`src/acr_pkg.sv`:
```
// Purpose: Shared constants and types for the converter control and result registers.
// Assumes: Byte-wide register port, one system clock.
// Notes:   Offsets are byte addresses on the register port.
package acr_pkg;
  localparam logic [7:0] ADDR_RES_LOW   = 8'h78;
  localparam logic [7:0] ADDR_RES_HIGH  = 8'h79;
  localparam logic [7:0] ADDR_CTRL_A    = 8'h7A;
  localparam logic [7:0] ADDR_CTRL_B    = 8'h7B;
  localparam logic [7:0] ADDR_CHAN      = 8'h7C;
  localparam logic [7:0] ADDR_BUF_DIS   = 8'h7E;

  // Control A fields.
  localparam int         CA_ENABLE      = 7;
  localparam int         CA_START       = 6;
  localparam int         CA_AUTO        = 5;
  localparam int         CA_FLAG        = 4;
  localparam int         CA_IRQ_EN      = 3;
  localparam int         CA_DIV_HI      = 2;
  // Control B fields; bits 7 and 5:3 are reserved.
  localparam int         CB_CMP_MUX     = 6;
  localparam int         CB_TRIG_HI     = 2;
  // Channel register fields.
  localparam int         CH_LEFT        = 5;
  localparam int         CH_SEL_HI      = 4;

  localparam logic [7:0] RESET_BYTE     = 8'h00;
  localparam logic [9:0] RESET_RESULT   = 10'h000;
  localparam logic [2:0] TRIG_FREE      = 3'h0;
  localparam logic [4:0] DIFF_FIRST     = 5'h08;
  localparam logic [4:0] DIFF_LAST      = 5'h1D;
  localparam logic [6:0] PRESCALE_ZERO  = 7'h00;
  localparam logic [6:0] PRESCALE_ONE   = 7'h01;

  typedef enum logic [1:0] {
    ACR_IDLE    = 2'b00,
    ACR_CONVERT = 2'b01
  } acr_state_t;
endpackage : acr_pkg

```
`src/acr_control.sv`:
```
// Purpose: Control, result and input-disable registers of the 10-bit converter.
// Assumes: The conversion core returns offset-binary data with a one-cycle done strobe.
// Notes:   Register reads answer one cycle after the read strobe and are zero otherwise.
//
// Design decision made here: strobed register access.
`timescale 1ns/10ps
// Notes on behaviour
// [RULE1] Interrupt needs enable, global enable, done flag.
// [RULE2] Divider codes give 2,2,4,8,16,32,64,128.
// [RULE3] Right alignment: low byte 7:0, high 9:8.
// [RULE4] Left alignment: high byte 9:2, low 7:6.
// [RULE5] Differential channels give two's-complement results.
// [RULE6] Reading low byte locks both until high read.
// [RULE7] Software reads low byte before high byte.
// [RULE8] Result bytes are read-only and reset zero.
// [RULE9] Control B reserved bits read zero.
// [RULE10] Auto trigger starts on selected flag edge.
// [RULE11] Trigger select ignored while auto trigger off.
// [RULE12] Switching to a set source makes edge.
// [RULE13] Switching to free running makes no edge.
// [RULE14] Trigger select decodes eight documented sources.
// [RULE15] Disabled pin buffer reads its input zero.
// [RULE16] Software disables unused buffers to save power.
// [RULE17] Done flag sets on update, clears by vector/one.
// [RULE18] Writing auto trigger one enables edge starts.
// [RULE19] Alignment change alters result bytes at once.
// [RULE20] Start bit reads busy; writing zero ignored.
// [RULE21] Prescaler is counter enable; core is external.
module acr_control (
  input  wire logic       sys_clk,
  input  wire logic       reset,
  input  wire logic [7:0] regAddr,
  input  wire logic [7:0] regWrData,
  input  wire logic       regWrEn,
  input  wire logic       regRdEn,
  output logic      [7:0] regRdData,
  input  wire logic       globalIrqEnable,
  input  wire logic       irqVectorTaken,
  output logic            convIrq,
  input  wire logic [7:1] trigSrcFlags,
  output logic            coreEnable,
  output logic            coreStart,
  output logic      [4:0] coreChannel,
  output logic            coreClkEnable,
  input  wire logic [9:0] coreResult,
  input  wire logic       coreDone,
  input  wire logic [7:0] pinRaw,
  output logic      [7:0] pinValue,
  output logic      [7:0] bufferDisable
);
  logic             convEnable_q;
  logic             autoTrig_q;
  logic             doneFlag_q;
  logic             irqEnable_q;
  logic       [2:0] divSel_q;
  logic       [2:0] trigSel_q;
  logic             cmpMux_q;
  logic             leftAlign_q;
  logic       [4:0] channel_q;
  logic       [9:0] result_q;
  logic             lock_q;
  acr_pkg::acr_state_t state_q;
  acr_pkg::acr_state_t state_d;
  logic       [7:0] resLow;
  logic       [7:0] resHigh;
  logic       [7:0] ctrlA;
  logic       [7:0] ctrlB;
  logic       [7:0] rdMux;
  logic             wrCtrlA;
  logic             wrCtrlB;
  logic             wrChan;
  logic             wrBufDis;
  logic             rdLow;
  logic             rdHigh;
  logic             swStart;
  logic             trigEdge;
  logic             autoStart;
  logic             startConv;
  logic             busy;
  logic             acceptDone;
  logic             diffChan;
  logic       [9:0] resultFmt;
  logic             clkTick;

  // Address decode shared by the write and read paths.
  function automatic logic hit(input logic [7:0] addr, input logic [7:0] target, input logic strobe);
    return strobe && (addr == target);
  endfunction : hit

  assign wrCtrlA  = hit(regAddr, acr_pkg::ADDR_CTRL_A,   regWrEn);
  assign wrCtrlB  = hit(regAddr, acr_pkg::ADDR_CTRL_B,   regWrEn);
  assign wrChan   = hit(regAddr, acr_pkg::ADDR_CHAN,     regWrEn);
  assign wrBufDis = hit(regAddr, acr_pkg::ADDR_BUF_DIS,  regWrEn);
  assign rdLow    = hit(regAddr, acr_pkg::ADDR_RES_LOW,  regRdEn);
  assign rdHigh   = hit(regAddr, acr_pkg::ADDR_RES_HIGH, regRdEn);

  assign busy     = (state_q == acr_pkg::ACR_CONVERT);

  acr_prescaler u_prescaler (
    .sys_clk (sys_clk),
    .reset   (reset),
    .divSel  (divSel_q),
    .tick    (clkTick)
  );

  acr_trigger u_trigger (
    .sys_clk  (sys_clk),
    .reset    (reset),
    .trigSel  (trigSel_q),
    .doneFlag (doneFlag_q),
    .srcFlags (trigSrcFlags),
    .trigEdge (trigEdge)
  );

  // Writing zero to the start bit is simply not a start request.
  assign swStart   = wrCtrlA && regWrData[acr_pkg::CA_START]; // [RULE20]
  // The selected edge counts only while auto triggering is on.
  assign autoStart = autoTrig_q && trigEdge; // [RULE10] [RULE11] [RULE18]
  assign startConv = convEnable_q && !busy && (swStart || autoStart); // [RULE12]
  // A result finishing while the bytes are locked is dropped, not queued.
  assign acceptDone = busy && coreDone && !lock_q; // [RULE6]

  always_comb begin
    state_d = state_q;
    case (state_q)
      acr_pkg::ACR_IDLE: begin
        if (startConv) state_d = acr_pkg::ACR_CONVERT;
      end
      acr_pkg::ACR_CONVERT: begin
        if (!convEnable_q || coreDone) state_d = acr_pkg::ACR_IDLE;
      end
      default: begin
        state_d = acr_pkg::ACR_IDLE;
      end
    endcase
  end

  always_ff @(posedge sys_clk) begin
    if (reset) state_q <= acr_pkg::ACR_IDLE;
    else state_q <= state_d;
  end

  always_ff @(posedge sys_clk) begin
    if (reset) coreStart <= 1'b0;
    else coreStart <= startConv;
  end

  always_ff @(posedge sys_clk) begin
    if (reset) coreClkEnable <= 1'b0;
    else coreClkEnable <= clkTick; // [RULE21]
  end

  // Control A.
  always_ff @(posedge sys_clk) begin
    if (reset) begin
      convEnable_q <= 1'b0;
      autoTrig_q   <= 1'b0;
      irqEnable_q  <= 1'b0;
      divSel_q     <= acr_pkg::RESET_BYTE[2:0];
    end else if (wrCtrlA) begin
      convEnable_q <= regWrData[acr_pkg::CA_ENABLE];
      autoTrig_q   <= regWrData[acr_pkg::CA_AUTO];
      irqEnable_q  <= regWrData[acr_pkg::CA_IRQ_EN];
      divSel_q     <= regWrData[acr_pkg::CA_DIV_HI:0];
    end
  end

  always_ff @(posedge sys_clk) begin
    if (reset) coreEnable <= 1'b0;
    else if (wrCtrlA) coreEnable <= regWrData[acr_pkg::CA_ENABLE];
  end

  // A completing conversion wins over a clear in the same cycle.
  always_ff @(posedge sys_clk) begin
    if (reset) doneFlag_q <= 1'b0;
    else if (acceptDone) doneFlag_q <= 1'b1; // [RULE17]
    else if (irqVectorTaken || (wrCtrlA && regWrData[acr_pkg::CA_FLAG])) doneFlag_q <= 1'b0; // [RULE17]
  end

  always_ff @(posedge sys_clk) begin
    if (reset) convIrq <= 1'b0;
    else convIrq <= irqEnable_q && globalIrqEnable && doneFlag_q; // [RULE1]
  end

  // Control B: only the trigger select and comparator mux bit hold state.
  always_ff @(posedge sys_clk) begin
    if (reset) begin
      trigSel_q <= acr_pkg::TRIG_FREE;
      cmpMux_q  <= 1'b0;
    end else if (wrCtrlB) begin
      trigSel_q <= regWrData[acr_pkg::CB_TRIG_HI:0];
      cmpMux_q  <= regWrData[acr_pkg::CB_CMP_MUX];
    end
  end

  always_ff @(posedge sys_clk) begin
    if (reset) begin
      leftAlign_q <= 1'b0;
      channel_q   <= acr_pkg::RESET_BYTE[4:0];
    end else if (wrChan) begin
      leftAlign_q <= regWrData[acr_pkg::CH_LEFT];
      channel_q   <= regWrData[acr_pkg::CH_SEL_HI:0];
    end
  end

  // The core sees a channel change only between conversions.
  always_ff @(posedge sys_clk) begin
    if (reset) coreChannel <= acr_pkg::RESET_BYTE[4:0];
    else if (!busy) coreChannel <= channel_q;
  end

  always_ff @(posedge sys_clk) begin
    if (reset) bufferDisable <= acr_pkg::RESET_BYTE;
    else if (wrBufDis) bufferDisable <= regWrData;
  end

  // Inverting the sign bit turns offset binary into two's complement.
  assign diffChan  = (coreChannel >= acr_pkg::DIFF_FIRST) && (coreChannel <= acr_pkg::DIFF_LAST);
  assign resultFmt = diffChan ? {~coreResult[9], coreResult[8:0]} : coreResult; // [RULE5]

  always_ff @(posedge sys_clk) begin
    if (reset) result_q <= acr_pkg::RESET_RESULT; // [RULE8]
    else if (acceptDone) result_q <= resultFmt; // [RULE6]
  end

  // Reading the high byte releases the lock, so the read order matters.
  always_ff @(posedge sys_clk) begin
    if (reset) lock_q <= 1'b0;
    else if (rdHigh) lock_q <= 1'b0; // [RULE6] [RULE7]
    else if (rdLow) lock_q <= 1'b1; // [RULE6]
  end

  // Alignment is applied on read, so a change shows at once.
  always_comb begin
    if (leftAlign_q) begin
      resHigh = result_q[9:2]; // [RULE4] [RULE19]
      resLow  = {result_q[1:0], 6'h00}; // [RULE4]
    end else begin
      resHigh = {6'h00, result_q[9:8]}; // [RULE3] [RULE19]
      resLow  = result_q[7:0]; // [RULE3]
    end
  end

  assign ctrlA = {convEnable_q, busy, autoTrig_q, doneFlag_q, irqEnable_q, divSel_q}; // [RULE20]
  assign ctrlB = {1'b0, cmpMux_q, 3'h0, trigSel_q}; // [RULE9]

  always_comb begin
    rdMux = acr_pkg::RESET_BYTE;
    case (regAddr)
      acr_pkg::ADDR_RES_LOW:  rdMux = resLow;
      acr_pkg::ADDR_RES_HIGH: rdMux = resHigh;
      acr_pkg::ADDR_CTRL_A:   rdMux = ctrlA;
      acr_pkg::ADDR_CTRL_B:   rdMux = ctrlB;
      acr_pkg::ADDR_CHAN:     rdMux = {2'h0, leftAlign_q, channel_q};
      acr_pkg::ADDR_BUF_DIS:  rdMux = bufferDisable;
      default:                rdMux = acr_pkg::RESET_BYTE;
    endcase
  end

  always_ff @(posedge sys_clk) begin
    if (reset) regRdData <= acr_pkg::RESET_BYTE;
    else if (regRdEn) regRdData <= rdMux;
    else regRdData <= acr_pkg::RESET_BYTE;
  end

  // A disabled buffer leaves its pin value at zero.
  genvar gi;
  generate
    for (gi = 0; gi < 8; gi++) begin : g_pin
      always_ff @(posedge sys_clk) begin
        if (reset) pinValue[gi] <= 1'b0;
        else pinValue[gi] <= pinRaw[gi] && !bufferDisable[gi]; // [RULE15]
      end
    end
  endgenerate
endmodule : acr_control

```
`src/acr_prescaler.sv`:
```
// Purpose: Free-running divider giving a one-cycle converter clock enable.
// Assumes: Divide select may change at any time.
// Notes:   The counter is never cleared, so a new divisor takes effect at once.
`timescale 1ns/10ps
module acr_prescaler (
  input  wire logic       sys_clk,
  input  wire logic       reset,
  input  wire logic [2:0] divSel,
  output logic            tick
);
  logic [6:0] count_q;
  logic [6:0] gapCnt_q;
  logic       gapValid_q;
  logic [2:0] divSelPrev_q;

  // Codes 0 and 1 both divide by two.
  function automatic logic [6:0] divMask(input logic [2:0] sel);
    logic [6:0] m;
    m = acr_pkg::PRESCALE_ONE;
    if (sel > 3'h1) begin
      m = 7'((8'h01 << sel) - 8'h01);
    end
    return m;
  endfunction : divMask

  always_ff @(posedge sys_clk) begin
    if (reset) count_q <= acr_pkg::PRESCALE_ZERO;
    else count_q <= count_q + acr_pkg::PRESCALE_ONE;
  end

  always_ff @(posedge sys_clk) begin
    if (reset) tick <= 1'b0;
    else tick <= ((count_q & divMask(divSel)) == divMask(divSel)); // [RULE2] [RULE21]
  end

  // Helper logic: distance between enables while the divisor is steady.
  always_ff @(posedge sys_clk) begin
    if (reset || divSel != divSelPrev_q) begin
      gapCnt_q   <= acr_pkg::PRESCALE_ONE;
      gapValid_q <= 1'b0;
    end else if (tick) begin
      gapCnt_q   <= acr_pkg::PRESCALE_ONE;
      gapValid_q <= 1'b1;
    end else begin
      gapCnt_q   <= gapCnt_q + acr_pkg::PRESCALE_ONE;
    end
  end

  always_ff @(posedge sys_clk) begin
    if (reset) divSelPrev_q <= 3'h0;
    else divSelPrev_q <= divSel;
  end
endmodule : acr_prescaler

```
`src/acr_trigger.sv`:
```
// Purpose: Selects the auto-trigger source and finds its rising edge.
// Assumes: Source flags are levels synchronous to sys_clk.
// Notes:   A switch of source can itself make an edge, except into free running.
`timescale 1ns/10ps
module acr_trigger (
  input  wire logic       sys_clk,
  input  wire logic       reset,
  input  wire logic [2:0] trigSel,
  input  wire logic       doneFlag,
  input  wire logic [7:1] srcFlags,
  output logic            trigEdge
);
  logic       selected;
  logic       selectedPrev_q;
  logic [2:0] trigSelPrev_q;
  logic       intoFree;

  // Code zero follows the done flag itself, which keeps conversions running only while the flag is cleared after each one.
  always_comb begin
    selected = doneFlag;
    if (trigSel != acr_pkg::TRIG_FREE) selected = srcFlags[trigSel]; // [RULE14]
  end

  assign intoFree = (trigSel == acr_pkg::TRIG_FREE) && (trigSelPrev_q != acr_pkg::TRIG_FREE);
  assign trigEdge = selected && !selectedPrev_q && !intoFree; // [RULE12] [RULE13]

  always_ff @(posedge sys_clk) begin
    if (reset) selectedPrev_q <= 1'b0;
    else selectedPrev_q <= selected;
  end

  always_ff @(posedge sys_clk) begin
    if (reset) trigSelPrev_q <= acr_pkg::TRIG_FREE;
    else trigSelPrev_q <= trigSel;
  end
endmodule : acr_trigger

```
`config.mk`:
```
export PLATFORM = sky130hd
export DESIGN_NAME = acr_control
export DESIGN_NICKNAME = d
export VERILOG_FILES = /design/src/acr_pkg.sv /design/src/acr_control.sv /design/src/acr_prescaler.sv /design/src/acr_trigger.sv
export SDC_FILE = /design/constraint.sdc
export NUM_CORES = 1
export LEC_CHECK = 0
export BUFFER_PORTS_ARGS = -buffer_cell sky130_fd_sc_hd__buf_4
export CAP_MARGIN = 20
export CORE_ASPECT_RATIO = 0.6
export CORE_MARGIN = 2
export CORE_UTILIZATION = 57
export CTS_CLUSTER_DIAMETER = 30
export CTS_CLUSTER_SIZE = 40
export DETAILED_ROUTE_END_ITERATION = 6
export GPL_ROUTABILITY_DRIVEN = 0
export GPL_TIMING_DRIVEN = 0
export PLACE_DENSITY = 0.85
export SYNTH_ARGS = -nofsm -noshare
export SYNTH_HDL_FRONTEND = slang
export SYNTH_HIERARCHICAL = 1
export SYNTH_SLANG_ARGS = --single-unit
```
`constraint.sdc`:
```
create_clock -name sys_clk -period 5.99 [get_ports sys_clk]
set_clock_uncertainty 0.2 [all_clocks]
set_input_delay 1.198 -clock sys_clk [delete_from_list [all_inputs] [get_ports sys_clk]]
set_output_delay 1.198 -clock sys_clk [all_outputs]
set_load 0.05 [all_outputs]
```
==> results.yml <==
run_status:
  outcome: "finished, final reports clean"
timing:
  hold_viol_final: 0
  max_slew.worst_pin.slew_ns: 0.649
  tns_ns: 0
  final.period_utilization_pct: 43.6
  slew-limit-headroom_pct: 56.7
  setup_viol: 0
  post-route-min-period_ns: 2.61
  fmax_mhz: 383
  rsz0062_at_grt: "no"
  final_max_slew_viol_count: 0
global_routing:
  antenna_found_initial: 0
  track_usage_pct: 28.7
  overflow: 0
  grt_max_degree: 14
  grt_pass1_wl_um: 13200
  grt_pass1_vias: 2747
cts:
  clk_pin_slew_ns: 0.07
  root_buffer: "clkbuf_8"
  cts.sinks: 73
  hold_buffers: 0
  post_cts_resized: 0
  post_cts_buffers: 0
  clkLatencyLatePin_ns: 0.35
  htreeDepth: 3
  cts_tree: "done"
  cts_made_buffers: 9
  clk_path_buf_depth: 2
pwr:
  p_leak_nw: 1.73
  power_density_nw_per_um2: 226
  ir_worst_vdd_mv: 0.178
place:
  dpl.hpwl_um: 6300
  dpl-instance-area_um2: 3880
  numPortBuffers: 80
final_layout:
  stdcell_area_um2: 4040
  diodes: 0
  num-fill-cells: 430
  synthToLayoutAreaGrowth_pct: 26.6
  regArea_um2: 1460
  multi_input_area_um2: 1630
  final_nets: 485
  final_util_pct: 73.6
  drive_above_1_share_pct: 26.9
setup_path:
  cp-start-kind: "input port"
  endpoint_kind: "flop"
  cp_max_fo: 10
  crit_required_ns: 6.02
  crit_arrival_ns: 2.64
  critPathKind: "in -> reg"
die:
  dieArea_um2: 6240
  initial_core_util_pct: 58.1
  dieWidth_um: 101
  die_height_um: 62.0
  num_rows: 21
  ios: 81
  core_um2: 5490
hold_path:
  hold_path_class: "reg -> reg"
synthesis:
  synth_edf_count: 0
  ys_types: 50
  yosysWarnings: 6
  ys_ff_latch: 73
  async_flop_share_pct: 0
  yosysSeqAreaShare_pct: 45.8
  syn_inst: 344
  syn_area_um2: 3190
  synth_top_flop_cell: "dfxtp_1"
  avgSynthCellArea_um2: 9.28
  syn-num-nets: 394
drt:
  first_pass_iters: 5
  ant_nets: 0
  wirelength_um: 8640
  first_iter_violations: 366
  drcViolationCount: 0
  vias: 2984
  wl_per_cell_um: 17.0
  drt-vias-per-instance: 5.87
run:
  maxCapViolCount: 0
==> cell usage in the layout, fill, tap and decap left out, types with 2 or more instances in the layout <==
cell type and instances:
a211oi_1 2, and4b_1 2, a21oi_1 24, ha_1 2, a311o_1 2, nor2b_1 13
o22a_1 2, nand2_1 41, inv_1 5, mux2_2 5, nor4_1 3, a22o_1 3
clkbuf_8 10, xnor2_1 2, buf_2 9, xor2_1 6, or3_1 2, a22oi_1 8
dfxtp_1 73, o21ai_0 4, mux2i_1 28, and2_1 2, nand2b_1 4, nor3b_1 10
a311oi_1 2, nand4_1 6, clkbuf_1 9, o22ai_1 3, buf_4 80, a21o_1 2
nor2_1 38, nand3b_1 2, nand3_1 10, clkinv_2 2, nor3_1 4
==> cell families after synthesis <==
logic type                 share of synthesized area (%)
adders and majority gates                          0.784
muxes                                               11.6
and+or+nand+nor                                     24.5
buffers and inverters                               3.17
AOI/OAI and AO/OA                                   12.0
DFF                                                 45.8
xor gates and xnor gates                            2.19
==> layout make-up <==
cell class,instances,area share (%)
multi-input combinational,249,40.3
sequential,73,36.1
timing repair buffer,80,14.9
clock buffer,12,3.59
tap,69,2.14
buffer,17,2.04
inverter,5,0.464
clock inverter,3,0.433
==> sequential cells by signal (all words and copies together), names as in the netlist, 5 cells and up <==
register / count
bufferDisable: 8
channel_q: 5
coreChannel: 5
pinValue: 8
regRdData: 8
result_q: 10
u_prescaler/count_q: 7
==> per-layer routing <==
metal | track usage, % | vias to the layer above | share of wire (%)
met5 | 0 | - | 0
met4 | 8.22 | 0 | 1.4
met3 | 11.2 | 17 | 11
met2 | 46.6 | 178 | 44
met1 | 36.2 | 1394 | 44
li1 | - | 1395 | -
==> power by group <==
part	total (mW)	internal, mW	switching, mW
Sequential	0.494	0.490	0.00334
Clock	0.337	0.158	0.178
Combinational	0.0820	0.0366	0.0455
Total	0.912	0.685	0.227
==> worst paths after layout <==
kind / from / to / slack [ns] / cells after the start
max: regAddr[1] / channel_q[0]$_SDFFE_PP0P_ / 3.38 / 6
min: u_prescaler/tick$_SDFF_PP0_ / coreClkEnable$_SDFF_PP0_ / 0.24 / 1
max reg2reg: divSel_q[2]$_SDFFE_PP0P_ / u_prescaler/tick$_SDFF_PP0_ / 3.77 / 6
min reg2reg: u_prescaler/tick$_SDFF_PP0_ / coreClkEnable$_SDFF_PP0_ / 0.24 / 1
==> stage by stage <==
stage	worst slack, ns	instances	total power, mW	hold WS, ns
finish	3.38	508	0.912	0.241
global route	3.34	508	0.944	0.269
CTS	3.44	508	0.914	0.245
detailed placement	3.06	493	0.585	0.228
global placement	3.11	493	0.583	0.223
floorplan	3.48	344	0.542	0.214
==> worst max-delay path, cell delays in order <==
cell,delay [ns]
buf_4,0.12
buf_2,0.19
nor2b_1,0.43
nand4_2,0.38
mux2i_1,0.27
nor2_1,0.06
==> cells in the mapped netlist, types with 2 or more instances <==
cell type  number  share of area (%)
nand2b_1        4               0.78
or3_1           2               0.39
clkbuf_1        7               0.82
and2_1          2               0.39
nor3_1          4               0.63
nand3_1        10                1.6
a311o_1         2               0.63
a311oi_1        2               0.55
a22o_1          3               0.82
nand4_1         6                1.2
nor3b_1        10                2.4
nand3b_1        2               0.47
nand2_1        41                4.8
a21o_1          2               0.47
xnor2_1         2               0.55
nor2_1         38                4.5
o21ai_0         4               0.63
dfxtp_1        73                 46
nor2b_1        13                2.5
mux2i_1        28                8.8
inv_1           5               0.59
buf_2           9                1.4
xor2_1          6                1.6
o22a_1          2               0.55
a211oi_1        2               0.47
ha_1            2               0.78
and4b_1         2               0.63
mux2_2          5                1.8
o22ai_1         3               0.59
nor4_1          3               0.59
a22oi_1         8                1.9
a21oi_1        24                3.8
(Power assumes the default switching activity.)
